<file path="src/core/rre_pkg.sv">
/*
 * rre_pkg: shared constants for the return and rotate execution block.
 * Assumes a 14-bit instruction word, an 8-bit data path and a 13-bit program counter.
 */
package rre_pkg;
    // widths
    localparam int INSTR_W = 14;
    localparam int DATA_W = 8;
    localparam int PC_W = 13;
    localparam int FADDR_W = 7;
    localparam int STACK_DEPTH = 8;
    // opcode patterns and masks
    localparam logic [INSTR_W-1:0] OPC_RET_INT = 14'h0009;
    localparam logic [INSTR_W-1:0] OPC_RET_LIT_MASK = 14'h3c00;
    localparam logic [INSTR_W-1:0] OPC_RET_LIT_VAL = 14'h3400;
    localparam logic [INSTR_W-1:0] OPC_ROT_MASK = 14'h3f00;
    localparam logic [INSTR_W-1:0] OPC_ROT_VAL = 14'h0d00;
    // field positions
    localparam int DEST_BIT = 7;
    localparam int GIE_BIT = 7;
    localparam int MSB_BIT = 7;
    // cycle counts
    localparam int RET_CYCLES = 2;
    localparam int ROT_CYCLES = 1;
    // reset values
    localparam logic [DATA_W-1:0] W_RST = 8'h00;
    localparam logic [PC_W-1:0] PC_RST = 13'h0000;
    localparam logic CARRY_RST = 1'b0;
    localparam logic GIE_RST = 1'b0;
    // decoded operation
    typedef enum logic [1:0] {
        RRE_OP_NONE = 2'b00,
        RRE_OP_RET_INT = 2'b01,
        RRE_OP_RET_LIT = 2'b10,
        RRE_OP_ROT = 2'b11
    } rre_op_e;
    // sequencer states
    typedef enum logic [0:0] {
        RRE_ST_IDLE = 1'b0,
        RRE_ST_RET = 1'b1
    } rre_state_e;
endpackage : rre_pkg

</file>
<file path="src/core/rre_stack.sv">
/*
 * rre_stack: circular hardware return stack with registered read data.
 * Assumes the caller never pushes and pops in the same enabled cycle.
 */
`timescale 1ns/1ps
module rre_stack #(
    parameter int DEPTH = rre_pkg::STACK_DEPTH,
    parameter int WIDTH = rre_pkg::PC_W
) (
    input wire logic core_clk_i,
    input wire logic arst_n_i,
    input wire logic ce_i,
    input wire logic push_i,
    input wire logic [WIDTH-1:0] push_data_i,
    input wire logic pop_i,
    output logic [WIDTH-1:0] rd_data_o
);
    localparam int PTR_W = (DEPTH > 1) ? $clog2(DEPTH) : 1;

    // depth must be a power of two for the wrapping pointer
    generate
        if (DEPTH < 2 || (DEPTH & (DEPTH - 1)) != 0) begin : g_bad_depth
            $error("rre_stack: DEPTH must be a power of two, at least 2");
        end
    endgenerate

    typedef struct packed {
        logic [DEPTH-1:0][WIDTH-1:0] mem;
        logic [PTR_W-1:0] sp;
        logic [WIDTH-1:0] rd;
    } rre_stack_s;

    rre_stack_s stk_reg;
    rre_stack_s stk_next;
    logic [PTR_W-1:0] top_idx;

    assign top_idx = stk_reg.sp - 1'b1;

    // push writes the free slot, pop latches the top and steps back
    always_comb begin
        stk_next = stk_reg;
        if (push_i) begin
            stk_next.mem[stk_reg.sp] = push_data_i;
            stk_next.sp = stk_reg.sp + 1'b1;
        end else if (pop_i) begin
            stk_next.rd = stk_reg.mem[top_idx];
            stk_next.sp = top_idx;
        end
    end

    // state register, frozen while the enable is low
    always_ff @(posedge core_clk_i or negedge arst_n_i) begin
        if (!arst_n_i) begin
            stk_reg <= '0;
        end else if (ce_i) begin
            stk_reg <= stk_next;
        end
    end

    assign rd_data_o = stk_reg.rd;
endmodule : rre_stack

</file>
<file path="src/core/rre_core.sv">
/*
 * rre_core: decode and execute of return-from-interrupt, return-with-literal
 * and rotate-left-through-carry.
 * Assumes the fetch unit offers one instruction at a time with valid/ready,
 * a file-register port with combinational read data and a registered write,
 * and that calls push their return address through the push port.
 * A return must not be taken in a cycle that also pushes: the push wins
 * and the pop is lost, so the fetch side has to keep the two apart.
 */
`timescale 1ns/1ps
// Behaviour
// - return-from-interrupt pops the stack and loads the PC with the popped top.
// - return-from-interrupt sets the global interrupt enable, bit 7 of interrupt control.
// - return-from-interrupt is one word and takes two instruction cycles.
// - return-with-literal loads W with the low-byte immediate; bits 9:8 ignored.
// - return-with-literal loads the PC from the stack top, two cycles, no flags.
// - rotate-left shifts the file register left through carry; only carry changes.
// - rotate-left destination bit zero writes W, one writes the file register.
// - file-register results go to W on destination zero, else back to the file.
module rre_core #(
    parameter int STACK_DEPTH = rre_pkg::STACK_DEPTH
) (
    input wire logic core_clk_i,
    input wire logic arst_n_i,
    input wire logic ce_i,
    input wire logic [rre_pkg::INSTR_W-1:0] instr_i,
    input wire logic instr_valid_i,
    output logic instr_ready_o,
    input wire logic push_i,
    input wire logic [rre_pkg::PC_W-1:0] push_pc_i,
    input wire logic gie_clr_i,
    output logic [rre_pkg::FADDR_W-1:0] file_rd_addr_o,
    input wire logic [rre_pkg::DATA_W-1:0] file_rd_data_i,
    output logic file_wr_en_o,
    output logic [rre_pkg::FADDR_W-1:0] file_wr_addr_o,
    output logic [rre_pkg::DATA_W-1:0] file_wr_data_o,
    output logic [rre_pkg::PC_W-1:0] pc_o,
    output logic pc_load_o,
    output logic [rre_pkg::DATA_W-1:0] w_o,
    output logic carry_o,
    output logic [rre_pkg::DATA_W-1:0] int_ctrl_gie_o
);
    // the stack model needs room for at least two returns
    generate
        if (STACK_DEPTH < 2) begin : g_bad_depth
            $error("rre_core: STACK_DEPTH must be at least 2");
        end
        // the sequencer holds a return for exactly one stall cycle
        if (rre_pkg::RET_CYCLES != 2) begin : g_bad_ret_cycles
            $error("rre_core: returns are built for two cycles");
        end
        // rotates retire at the taking edge, there is no stall state for them
        if (rre_pkg::ROT_CYCLES != 1) begin : g_bad_rot_cycles
            $error("rre_core: rotates are built for one cycle");
        end
        // destination bit must sit just above the file address field
        if (rre_pkg::DEST_BIT != rre_pkg::FADDR_W) begin : g_bad_dest_bit
            $error("rre_core: destination bit must follow the file address");
        end
        // carry leaves from the top data bit
        if (rre_pkg::MSB_BIT != rre_pkg::DATA_W - 1) begin : g_bad_msb_bit
            $error("rre_core: carry must come from the top data bit");
        end
        // enable bit must fit inside the interrupt control image
        if (rre_pkg::GIE_BIT >= rre_pkg::DATA_W) begin : g_bad_gie_bit
            $error("rre_core: enable bit outside the control image");
        end
    endgenerate

    typedef struct packed {
        rre_pkg::rre_state_e state;
        logic is_lit;
        logic [rre_pkg::DATA_W-1:0] lit;
        logic [rre_pkg::DATA_W-1:0] w;
        logic carry;
        logic global_interrupt_enable;
        logic [rre_pkg::PC_W-1:0] pc;
        logic pc_load;
        logic wr_en;
        logic [rre_pkg::FADDR_W-1:0] wr_addr;
        logic [rre_pkg::DATA_W-1:0] wr_data;
    } rre_core_s;

    rre_core_s core_reg;
    rre_core_s core_next;
    rre_pkg::rre_op_e op;
    logic take;
    logic pop;
    logic [rre_pkg::PC_W-1:0] stack_top;
    logic [rre_pkg::DATA_W-1:0] rot_res;

    // classify an instruction word
    function automatic rre_pkg::rre_op_e rre_decode(input logic [rre_pkg::INSTR_W-1:0] iw);
        rre_pkg::rre_op_e res;
        res = rre_pkg::RRE_OP_NONE;
        if (iw == rre_pkg::OPC_RET_INT) begin
            res = rre_pkg::RRE_OP_RET_INT;
        end else if ((iw & rre_pkg::OPC_RET_LIT_MASK) == rre_pkg::OPC_RET_LIT_VAL) begin
            res = rre_pkg::RRE_OP_RET_LIT;
        end else if ((iw & rre_pkg::OPC_ROT_MASK) == rre_pkg::OPC_ROT_VAL) begin
            res = rre_pkg::RRE_OP_ROT;
        end
        return res;
    endfunction : rre_decode

    // true for the two-cycle returns
    function automatic logic rre_is_return(input rre_pkg::rre_op_e o);
        return (o == rre_pkg::RRE_OP_RET_INT) || (o == rre_pkg::RRE_OP_RET_LIT);
    endfunction : rre_is_return

    // rotate one place left through carry
    function automatic logic [rre_pkg::DATA_W-1:0] rre_rotl(
        input logic [rre_pkg::DATA_W-1:0] v,
        input logic ci
    );
        return {v[rre_pkg::DATA_W-2:0], ci};
    endfunction : rre_rotl

    // handshake and decode
    assign op = rre_decode(instr_i);
    assign instr_ready_o = (core_reg.state == rre_pkg::RRE_ST_IDLE);
    assign take = instr_valid_i && instr_ready_o;
    // pop only on an enabled take; a push in the same cycle wins
    assign pop = ce_i && take && rre_is_return(op);
    assign file_rd_addr_o = instr_i[rre_pkg::FADDR_W-1:0];
    // old carry into bit 0, old msb out to carry
    assign rot_res = rre_rotl(file_rd_data_i, core_reg.carry);

    rre_stack #(
        .DEPTH(STACK_DEPTH),
        .WIDTH(rre_pkg::PC_W)
    ) u_stack (
        .core_clk_i(core_clk_i),
        .arst_n_i(arst_n_i),
        .ce_i(ce_i),
        .push_i(push_i),
        .push_data_i(push_pc_i),
        .pop_i(pop),
        .rd_data_o(stack_top)
    );

    // sequencer and execute
    always_comb begin
        core_next = core_reg;
        core_next.pc_load = 1'b0;
        core_next.wr_en = 1'b0;
        // external clear first, so a return's set further down wins the edge
        if (gie_clr_i) begin
            core_next.global_interrupt_enable = 1'b0;
        end
        case (core_reg.state)
            rre_pkg::RRE_ST_IDLE: begin
                if (take) begin
                    case (op)
                        rre_pkg::RRE_OP_RET_INT: begin
                            core_next.state = rre_pkg::RRE_ST_RET;
                            core_next.is_lit = 1'b0;
                        end
                        rre_pkg::RRE_OP_RET_LIT: begin
                            core_next.state = rre_pkg::RRE_ST_RET;
                            core_next.is_lit = 1'b1;
                            core_next.lit = instr_i[rre_pkg::DATA_W-1:0];
                        end
                        rre_pkg::RRE_OP_ROT: begin
                            core_next.carry = file_rd_data_i[rre_pkg::MSB_BIT];
                            if (instr_i[rre_pkg::DEST_BIT]) begin
                                core_next.wr_en = 1'b1;
                                core_next.wr_addr = instr_i[rre_pkg::FADDR_W-1:0];
                                core_next.wr_data = rot_res;
                            end else begin
                                core_next.w = rot_res;
                            end
                        end
                        default: begin
                            core_next.state = rre_pkg::RRE_ST_IDLE;
                        end
                    endcase
                end
            end
            rre_pkg::RRE_ST_RET: begin
                // second cycle: popped top is now registered
                core_next.state = rre_pkg::RRE_ST_IDLE;
                core_next.pc = stack_top;
                core_next.pc_load = 1'b1;
                if (core_reg.is_lit) begin
                    core_next.w = core_reg.lit;
                end else begin
                    core_next.global_interrupt_enable = 1'b1;
                end
            end
            default: begin
                core_next.state = rre_pkg::RRE_ST_IDLE;
            end
        endcase
    end

    // state register, frozen while the enable is low
    always_ff @(posedge core_clk_i or negedge arst_n_i) begin
        if (!arst_n_i) begin
            // named reset values laid over an all-zero image
            core_reg <= '0;
            core_reg.state <= rre_pkg::RRE_ST_IDLE;
            core_reg.w <= rre_pkg::W_RST;
            core_reg.carry <= rre_pkg::CARRY_RST;
            core_reg.global_interrupt_enable <= rre_pkg::GIE_RST;
            core_reg.pc <= rre_pkg::PC_RST;
        end else if (ce_i) begin
            core_reg <= core_next;
        end
    end

    // registered outputs
    assign file_wr_en_o = core_reg.wr_en;
    assign file_wr_addr_o = core_reg.wr_addr;
    assign file_wr_data_o = core_reg.wr_data;
    assign pc_o = core_reg.pc;
    assign pc_load_o = core_reg.pc_load;
    assign w_o = core_reg.w;
    assign carry_o = core_reg.carry;
    // interrupt control image: only the enable bit is owned here
    always_comb begin
        int_ctrl_gie_o = '0;
        int_ctrl_gie_o[rre_pkg::GIE_BIT] = core_reg.global_interrupt_enable;
    end
endmodule : rre_core

</file>
<file path="config.mk">
export PLATFORM = sky130hd
export DESIGN_NAME = rre_core
export DESIGN_NICKNAME = d
export VERILOG_FILES = /design/src/core/rre_pkg.sv /design/src/core/rre_stack.sv /design/src/core/rre_core.sv
export SDC_FILE = /design/constraint.sdc
export NUM_CORES = 1
export LEC_CHECK = 0
export ABC_CLOCK_PERIOD_IN_PS = 4300
export BUFFER_PORTS_ARGS = -buffer_cell sky130_fd_sc_hd__buf_2
export CAP_MARGIN = 20
export CORE_MARGIN = 5
export CORE_UTILIZATION = 50
export DETAILED_ROUTE_END_ITERATION = 6
export GPL_TIMING_DRIVEN = 1
export PLACE_DENSITY = 0.8
export SKIP_LAST_GASP = 1
export SLEW_MARGIN = 10
export SYNTH_ARGS = -nofsm -noshare
export SYNTH_HDL_FRONTEND = slang
export SYNTH_SLANG_ARGS = --single-unit
</file>
<file path="constraint.sdc">
create_clock -name core_clk_i -period 4.3 [get_ports core_clk_i]
set_input_delay 0.86 -clock core_clk_i [delete_from_list [all_inputs] [get_ports core_clk_i]]
set_output_delay 0.86 -clock core_clk_i [all_outputs]
set_load 0.1 [all_outputs]
</file>
# Yosys cells after proc, flatten, opt, wreduce, memory -nomap -nowiden
# Cells that the tools add are included.
dict set report word_totals {
  register_bits 170
  in_bits 41
  elab_cells 81
}
dict set report op_classes {
  n_addsub 2
  magnitude_cmp 3
  n_eq_ne 10
  n_mux 26
  n_bitwise 2
  n_reduce_logical 17
}
# cell count
set ops {}
lappend ops {{$bwmux 104} 1}
lappend ops {{$mux 16} 5}
lappend ops {{$bmux 13 s3} 1}
lappend ops {{$demux 13 s3} 1}
lappend ops {{$mux 13} 2}
lappend ops {{$mux 8} 3}
lappend ops {{$mux 19} 1}
lappend ops {{$pmux 8 s2} 1}
lappend ops {{$mux 15} 1}
lappend ops {{$eq 14x4->1 const B} 1}
lappend ops {{$reduce_and 4->1} 3}
lappend ops {{$reduce_and 5->1} 2}
lappend ops {{$mux 9} 1}
lappend ops {{$lt 3x4->1 const B} 2}
lappend ops {{$eq 6x4->1 const B} 1}
lappend ops {{$mux 2} 3}
lappend ops {{$reduce_and 2->1} 3}
lappend ops {{$eq 2x2->1 const B} 2}
lappend ops {{$eq 4x4->1 const B} 1}
lappend ops {{$logic_and 1x1->1} 4}
lappend ops {{$ne 2x1->1 const B} 2}
lappend ops {{$ne 2x2->1 const B} 2}
lappend ops {{$pmux 1 s2} 2}
lappend ops {{$reduce_bool 2->1} 2}
lappend ops {{10 further kinds} 13}

# Logic depth before layout (Yosys ltp)
# Gate-level depths: netlist of run 1.
dict set report logic_depth {
  depth_word 9
  mapped_depth 10
  mapped_depth_nobuf 8
}

# Cells and area by module
# From an unflattened synthesis of run 1, not the netlist that was laid out.
dict set report hier_totals {
  cells_unflattened 590
  hier_area_um2 8134.1
}
# module instances cells_each area_each_um2 seq_area_each_um2
set modules_own_cells {}
lappend modules_own_cells {rre_stack 1 397 5589.1 3002.9}
lappend modules_own_cells {rre_core 1 193 2544.9 1251.2}

# Worst setup path after synthesis of run 1
# No wires, ideal clock.
dict set report synth_path {
  path_kind {input -> register}
  start {input instr_i[13] in the netlist's numbering}
  end {register u_stack.stk_reg (netlist bit u_stack.rd_data_o[10])}
  arrival_ps 2623
  required_time_ps 4205
  slack_ps 1582
  cell_stages 9
  path_buffers 2
  path_cell_list {or3_1 > o22ai_1 > and2_1 > ha_1 > nand4b_1 > or2_2 > buf_2 > buf_2 > o31ai_1}
}
dict set report synth_between {
  elab_chain_len 8
}
# item line
set synth_rtl {}
lappend synth_rtl {{from (decl)} rre_core.sv:26} ;# input wire logic [rre_pkg::INSTR_W-1:0] instr_i,
lappend synth_rtl {{$eq 6x4->1} rre_core.sv:100} ;# end else if ((iw & rre_pkg::OPC_ROT_MASK) == rre_pkg::OPC_ROT_VAL) begin
lappend synth_rtl {{$mux 2} rre_core.sv:100}
lappend synth_rtl {{$mux 2} rre_core.sv:98} ;# end else if ((iw & rre_pkg::OPC_RET_LIT_MASK) == rre_pkg::OPC_RET_LIT_VAL) begin
lappend synth_rtl {{$mux 2 *} rre_core.sv:96} ;# if (iw == rre_pkg::OPC_RET_INT) begin
lappend synth_rtl {{$eq 2x1->1 or $eq 2x2->1 (tied branches)} rre_core.sv:108} ;# return (o == rre_pkg::RRE_OP_RET_INT) || (o == rre_pkg::RRE_OP_RET_LIT);
lappend synth_rtl {{$logic_or 1x1->1 *} rre_core.sv:108}
lappend synth_rtl {{$logic_and 1x1->1 *} rre_core.sv:124} ;# assign pop = ce_i && take && rre_is_return(op);
lappend synth_rtl {{$reduce_and 3->1 (no line) *} n/a}
lappend synth_rtl {{to (signal assigned)} rre_stack.sv:56} ;# stk_reg <= stk_next;
lappend synth_rtl {{to (decl)} rre_stack.sv:33} ;# rre_stack_s stk_reg;
# Every way passes the cells marked *; elsewhere a longest branch is shown, timed or not.
# A chain may end at the register's enable or synchronous reset.

# Worst setup path in the final report of run 1
dict set report layout_path {
  start {register u_stack.stk_reg[13] in the netlist's numbering}
  end {register u_stack.stk_reg (netlist bit u_stack.rd_data_o[1])}
}
dict set report layout_between {
  elab_chain_len 3
}
# item line
set layout_rtl {}
lappend layout_rtl {{$sub 3x1->3} rre_stack.sv:37} ;# assign top_idx = stk_reg.sp - 1'b1;
lappend layout_rtl {{$bmux 13 s3} rre_stack.sv:46} ;# stk_next.rd = stk_reg.mem[top_idx];
lappend layout_rtl {{$mux 13 (not written as such)} rre_stack.sv:46}
# No other way between the ends. The select of a mux whose other input is x is not followed.

==> out/qor.txt, run 1 <==
leak pwr -> 4.17 nW
most common cell after layout, fill and taps aside -> mux2_2
Layout Nets -> 675
I/O Pins -> 96
number of setup buffers added after CTS -> 0
Max Slew Vio Count -> 0
status -> finished, final reports clean
TritonCTS clock tree -> built
skew final -> 0.0124 ns
Final Hold Vio Count -> 0
CP startpoint -> u_stack.stk_reg[13]$_DFFE_PN0P_
Reg area -> 0.00425 mm²
cell taking the most area after synthesis -> dfrtp_1
share of cells above drive strength 1 -> 0.509
crit-path cells -> inv_1 > ha_2 > buf_4 > mux2_2 > o22ai_1 > o31ai_1
Worst-path clk slew -> 0.07 ns
worst slew pin tran -> 1.02 ns
number of synthesized flops with an enable pin -> 0
GR Overflow Total -> 0
Total Neg Setup Slack -> 0 ns
commonest non-fill, non-tap cells in the layout -> mux2_2, dfrtp_1, buf_2, nand2_1, o22ai_1
Core ar. -> 0.0157 mm²
diodes inserted -> 0
Avg Vias per Cell -> 5.55
Netlist Area Pre-Place -> 0.00791 mm²
die area -> 0.0184 mm²
CP Capture Type -> flip-flop
YS warnings -> 0
total iterations of the first detailed-routing run -> 5
initial cell density of the core -> 0.503
CP arrival -> 3.08 ns
Crit Path Category -> flip-flop to flip-flop
vias post-DR -> 4764
Synth Instances -> 589
dpl hpwl -> 10900 µm
first-pass GRT wire length -> 26900 µm
crit path max-delay cell type -> ha_2
FMAX -> 358 MHz
Routed Antenna Nets -> 0
final std cells w/o fill -> 859
reg2reg start -> u_stack.stk_reg[13]$_DFFE_PN0P_
IO buf count -> 88
area of the multi-input gates -> 0.00310 mm²
Pwr per Cell Area -> 748 mW/mm²
final worst-path cycle share -> 0.649
Worst VDD drop -> 0.000353 V
FILL cells -> 1219
post-synth top area share -> 0.538
Max Cap Viol -> 0
Core Rows -> 46
Async SR Flop Fraction -> 1.00
Syn-to-layout area delta -> 10.8%
Tot GR Track Use -> 0.189
Post-synth top flop -> dfrtp_1
register area share after synthesis -> 0.538
Synth area leaders -> dfrtp_1, mux2_2, buf_4
critical path startpoint category -> flip-flop
CTS Buf Count -> 17
final setup fails -> 0
min Tclk post-route -> 2.79 ns
initial antenna violation count -> 1
Max FO, Critical Path -> 34
clk_lat worst skew -> 0.43 ns
max incr delay on CP -> 0.90 ns
chip width -> 136 µm
RePlAce Congestion -> 0.889
Critical Path RT -> 4.58 ns
total wire length -> 16700 µm
Die H -> 136 µm
CTS H-tree depth -> 4
# resized after CTS -> 0
pin count of the biggest net entering global routing -> 118
RSZ-0062 raised after global routing -> false
CTS Hold Bufs -> 0
relative slew slack -> 0.320
number of global-route vias before repair -> 4965
Worst Path Buf+Inv -> 2
# DRC -> 0
Crit path max-delay family -> adder cells
HP Class -> input pin to async pin
Root Driver -> clkbuf_16
Clock Sinks -> 170
placed cell count -> 826
Netlist cell types -> 33
Avg WL per Cell -> 19.4 µm
Synth Area per Inst -> 13.4 µm²
Initial DRC Count -> 213
Longest Clk Path Bufs -> 2
register bit count reported by yosys -> 170
max FFs per register -> 107
[final timing paths]
path	end	cells past startpoint	slack [ns]
setup / recovery	u_stack.rd_data_o[1]$_DFFE_PN0P_	6	1.51
hold / removal	file_wr_addr_o[5]$_DFFE_PN0P_	1	0.33
setup reg to reg	u_stack.rd_data_o[1]$_DFFE_PN0P_	6	1.51
hold reg to reg	u_stack.rd_data_o[11]$_DFFE_PN0P_	2	0.48
max in group asynchronous	u_stack.stk_reg[75]$_DFFE_PN0P_	3	2.88
min in group core_clk_i	u_stack.rd_data_o[11]$_DFFE_PN0P_	2	0.48
[per-layer routing]
layer	share of wire	track usage	wire, µm
met3	0.058	0.0435	960
met2	0.49	0.311	8200
met5	0.00066	0	11
met4	0.018	0.0677	294
met1	0.43	0.245	7220
[cell usage after synthesis, drive strengths merged (2+ instances only)]
master,count
a22oi,8
and2,3
buf,73
clkbuf,8
dfrtp,170
ha,4
inv,6
mux2,194
nand2,34
nand3,5
nor2,6
nor2b,2
nor3,3
nor4b,2
o21ai,15
o22ai,27
o31ai,13
or3,3
xnor2,2
xor2,3
[final cells by class]
cell class,count,area share
repair buffers,97,0.0610
flip-flops and latches,170,0.486
inverters,6,0.00257
multi-input cells,338,0.354
clock inverters,15,0.0171
well taps,216,0.0309
clock buffers,17,0.0486
[power by group]
group	internal, W	switching, W	total, W
registers	0.00220	0.000352	0.00255
logic	0.00124	0.00129	0.00253
clock network	0.000770	0.000700	0.00147
[metrics by stage]
step | util | setup WS [ns] | hold slack, ns | power [W] | instance area [µm²]
global placement | 0.519 | 1.38 | 0.456 | 0.00494 | 8160
finish | 0.557 | 1.51 | 0.325 | 0.00655 | 8760
global route | 0.557 | 1.36 | 0.339 | 0.00689 | 8760
detailed placement | 0.519 | 1.30 | 0.464 | 0.00507 | 8160
floorplan | - | 1.58 | 0.445 | 0.00459 | 7930
CTS | 0.556 | 1.52 | 0.480 | 0.00657 | 8730
[logic make-up (layout without fill, tap and decap cells)]
logic type               count (synthesis)  after routing  share of synthesized area
other                                    1              7                   0.000474
flip-flops                             170            170                      0.538
adder cells (fa/ha/maj)                  4              4                    0.00633
buffers and inverters                   87            135                     0.0732
AND/OR/NAND/NOR                         64             64                     0.0394
AO/OA/AOI/OAI                           64             64                     0.0514
XOR/XNOR                                 5              5                    0.00554
multiplexers                           194            194                      0.286
No activity file was read; power rests on OpenSTA's default activity.
==> run 2: changes to the inputs <==
Settings changed: ABC_CLOCK_PERIOD_IN_PS 4300 to 2600.
Clock period 4.3 ns to 2.6 ns, I/O delays scaled along.
==> out/qor.txt, run 2 (synthesized netlist as in run 1, its figures left out) <==
P_sw -> 0.00383 W (+63%)
# DRC -> 0 (unchanged)
I/O Pins -> 96 (unchanged)
CTS Hold Bufs -> 0 (unchanged)
placed cell count -> 842 (+1.9%)
status -> finished, final reports clean
Root Driver -> clkbuf_16
Pwr per Cell Area -> 1240 mW/mm² (+66%)
Core Rows -> 46 (unchanged)
worst slew pin tran -> 0.946 ns (-0.0729 ns)
TritonCTS clock tree -> built
leak pwr -> 4.26 nW (+2.3%)
total wire length -> 17300 µm (+3.5%)
# resized after CTS -> 0 (unchanged)
Tot Pwr -> 0.0111 W (+69%)
Final Hold Vio Count -> 0 (unchanged)
CTS Buf Count -> 17 (unchanged)
CP arrival -> 2.53 ns (-0.55 ns)
Avg WL per Cell -> 19.8 µm (+1.7%)
most common cell after layout, fill and taps aside -> mux2_2
chip width -> 136 µm (unchanged)
IO buf count -> 88 (unchanged)
die area -> 0.0184 mm² (unchanged)
met1 usage -> 0.257 (+0.0124)
number of global-route vias before repair -> 5192 (+4.6%)
skew final -> 0.00813 ns (-0.00430 ns)
Post-Route Utilization -> 0.567 (+0.00916)
Worst VDD drop -> 0.000623 V (+77%)
Worst-path clk slew -> 0.07 ns (about the same)
CTS H-tree depth -> 4 (unchanged)
number of setup buffers added after CTS -> 0 (unchanged)
vias post-DR -> 4806 (+0.88%)
met3 Use GR -> 0.0583 (+0.0149)
initial cell density of the core -> 0.503 (unchanged)
share of cells above drive strength 1 -> 0.517 (+0.00816)
Final WS setup -> 0.391 ns (-1.12 ns)
Routed Antenna Nets -> 0 (unchanged)
FMAX -> 453 MHz (+26%)
Sequential Power Share -> 0.380 (-0.009)
final std cells w/o fill -> 874 (+1.7%)
commonest non-fill, non-tap cells in the layout -> mux2_2, dfrtp_1, buf_2, nand2_1, o22ai_1
first-pass GRT wire length -> 28100 µm (+4.2%)
total iterations of the first detailed-routing run -> 4 (-1)
Crit Path Category -> flip-flop to flip-flop
RePlAce Congestion -> 0.830 (-6.7%)
Avg Vias per Cell -> 5.50 (-0.85%)
FILL cells -> 1227 (+0.66%)
Layout Nets -> 690 (+2.2%)
final worst-path cycle share -> 0.850 (+0.200)
Syn-to-layout area delta -> 12.6%
RSZ-0062 raised after global routing -> false
Total Neg Setup Slack -> 0 ns (unchanged)
max FFs per register -> 107 (unchanged)
diodes inserted -> 0 (unchanged)
Power Internal -> 0.00725 W (+72%)
Comb pwr share -> 0.392 (+0.005)
Die H -> 136 µm (unchanged)
initial antenna violation count -> 1 (unchanged)
clk_lat worst skew -> 0.43 ns (about the same)
relative slew slack -> 0.365 (+0.0451)
HP Class -> input pin to async pin
critical path startpoint category -> flip-flop
dpl hpwl -> 11400 µm (+4.9%)
Max Cap Viol -> 0 (unchanged)
Max FO, Critical Path -> 13 (-62%)
Longest Clk Path Bufs -> 2 (unchanged)
Max Slew Vio Count -> 0 (unchanged)
CP Capture Type -> flip-flop
Clock Sinks -> 170 (unchanged)
met2 Use GR -> 0.317 (+0.00608)
Core ar. -> 0.0157 mm² (unchanged)
sw frac -> 0.345 (-0.0121)
final setup fails -> 0 (unchanged)
min Tclk post-route -> 2.21 ns (-0.584 ns)
pre-CTS WS -> 0.0124 ns (-1.29 ns)
Critical Path RT -> 2.92 ns (-1.66 ns)
GR Overflow Total -> 0 (unchanged)
Tot GR Track Use -> 0.198 (+0.00900)
Initial DRC Count -> 252 (+18%)
busiest grt layer -> met2
pin count of the biggest net entering global routing -> 59 (-50%)
clock share of power -> 0.229 (+0.005)
run 2: power by group through the flow:
stage               Clock [W]  Combinational [W]  Sequential, W
floorplan                   0            0.00357        0.00401
global placement            0            0.00414        0.00414
detailed placement          0            0.00429        0.00423
CTS                   0.00260            0.00433        0.00420
global route          0.00270            0.00464        0.00432
finish                0.00253            0.00434        0.00421
run 2: worst paths after layout:
| kind | to | cells after the start | slack (ns) | startpoint |
|---|---|---|---|---|
| max | u_stack.rd_data_o[12]$_DFFE_PN0P_ | 6 | 0.39 | u_stack.stk_reg[13]$_DFFE_PN0P_ |
| min | file_wr_addr_o[3]$_DFFE_PN0P_ | 1 | 0.06 | arst_n_i |
| max reg2reg | u_stack.rd_data_o[12]$_DFFE_PN0P_ | 6 | 0.39 | u_stack.stk_reg[13]$_DFFE_PN0P_ |
| min reg2reg | u_stack.rd_data_o[11]$_DFFE_PN0P_ | 2 | 0.48 | u_stack.rd_data_o[11]$_DFFE_PN0P_ |
| max in group asynchronous | u_stack.stk_reg[16]$_DFFE_PN0P_ | 2 | 1.83 | arst_n_i |
| min in group core_clk_i | file_wr_data_o[3]$_DFFE_PN0P_ | 2 | 0.35 | file_rd_data_i[2] |
run 2: metrics by stage:
step | hold slack, ns | cell area, µm²
global route | 0.0935 | 8900
CTS | 0.0661 | 8900
finish | 0.0574 | 8900
floorplan | 0.224 | 7930
detailed placement | 0.473 | 8310
global placement | 0.455 | 8310
run 2: worst max-delay path, cell delays in order (launching register included):
cell     delay, ns
dfrtp_1       0.51
inv_1         0.15
ha_2          0.24
xor2_1        0.18
nand2_1       0.52
o22ai_1       0.23
o31ai_1       0.28
run 2: area by class of cell:
type | instances | area [µm²] | share of cell area
timing repair buffer | 112 | 664 | 0.0746
clock inverter | 12 | 135 | 0.0152
tap | 216 | 270 | 0.0304
clock buffer | 20 | 457 | 0.0513
sequential | 170 | 4250 | 0.478
multi-input combinational | 338 | 3100 | 0.348
inverter | 6 | 22.5 | 0.00253
run 2: per-layer routing:
metal  part of all wire  vias up
li1                   -     2163
met2               0.49      148
met5            0.00064        -
met1               0.42     2455
met4              0.023        2
met3              0.067       38
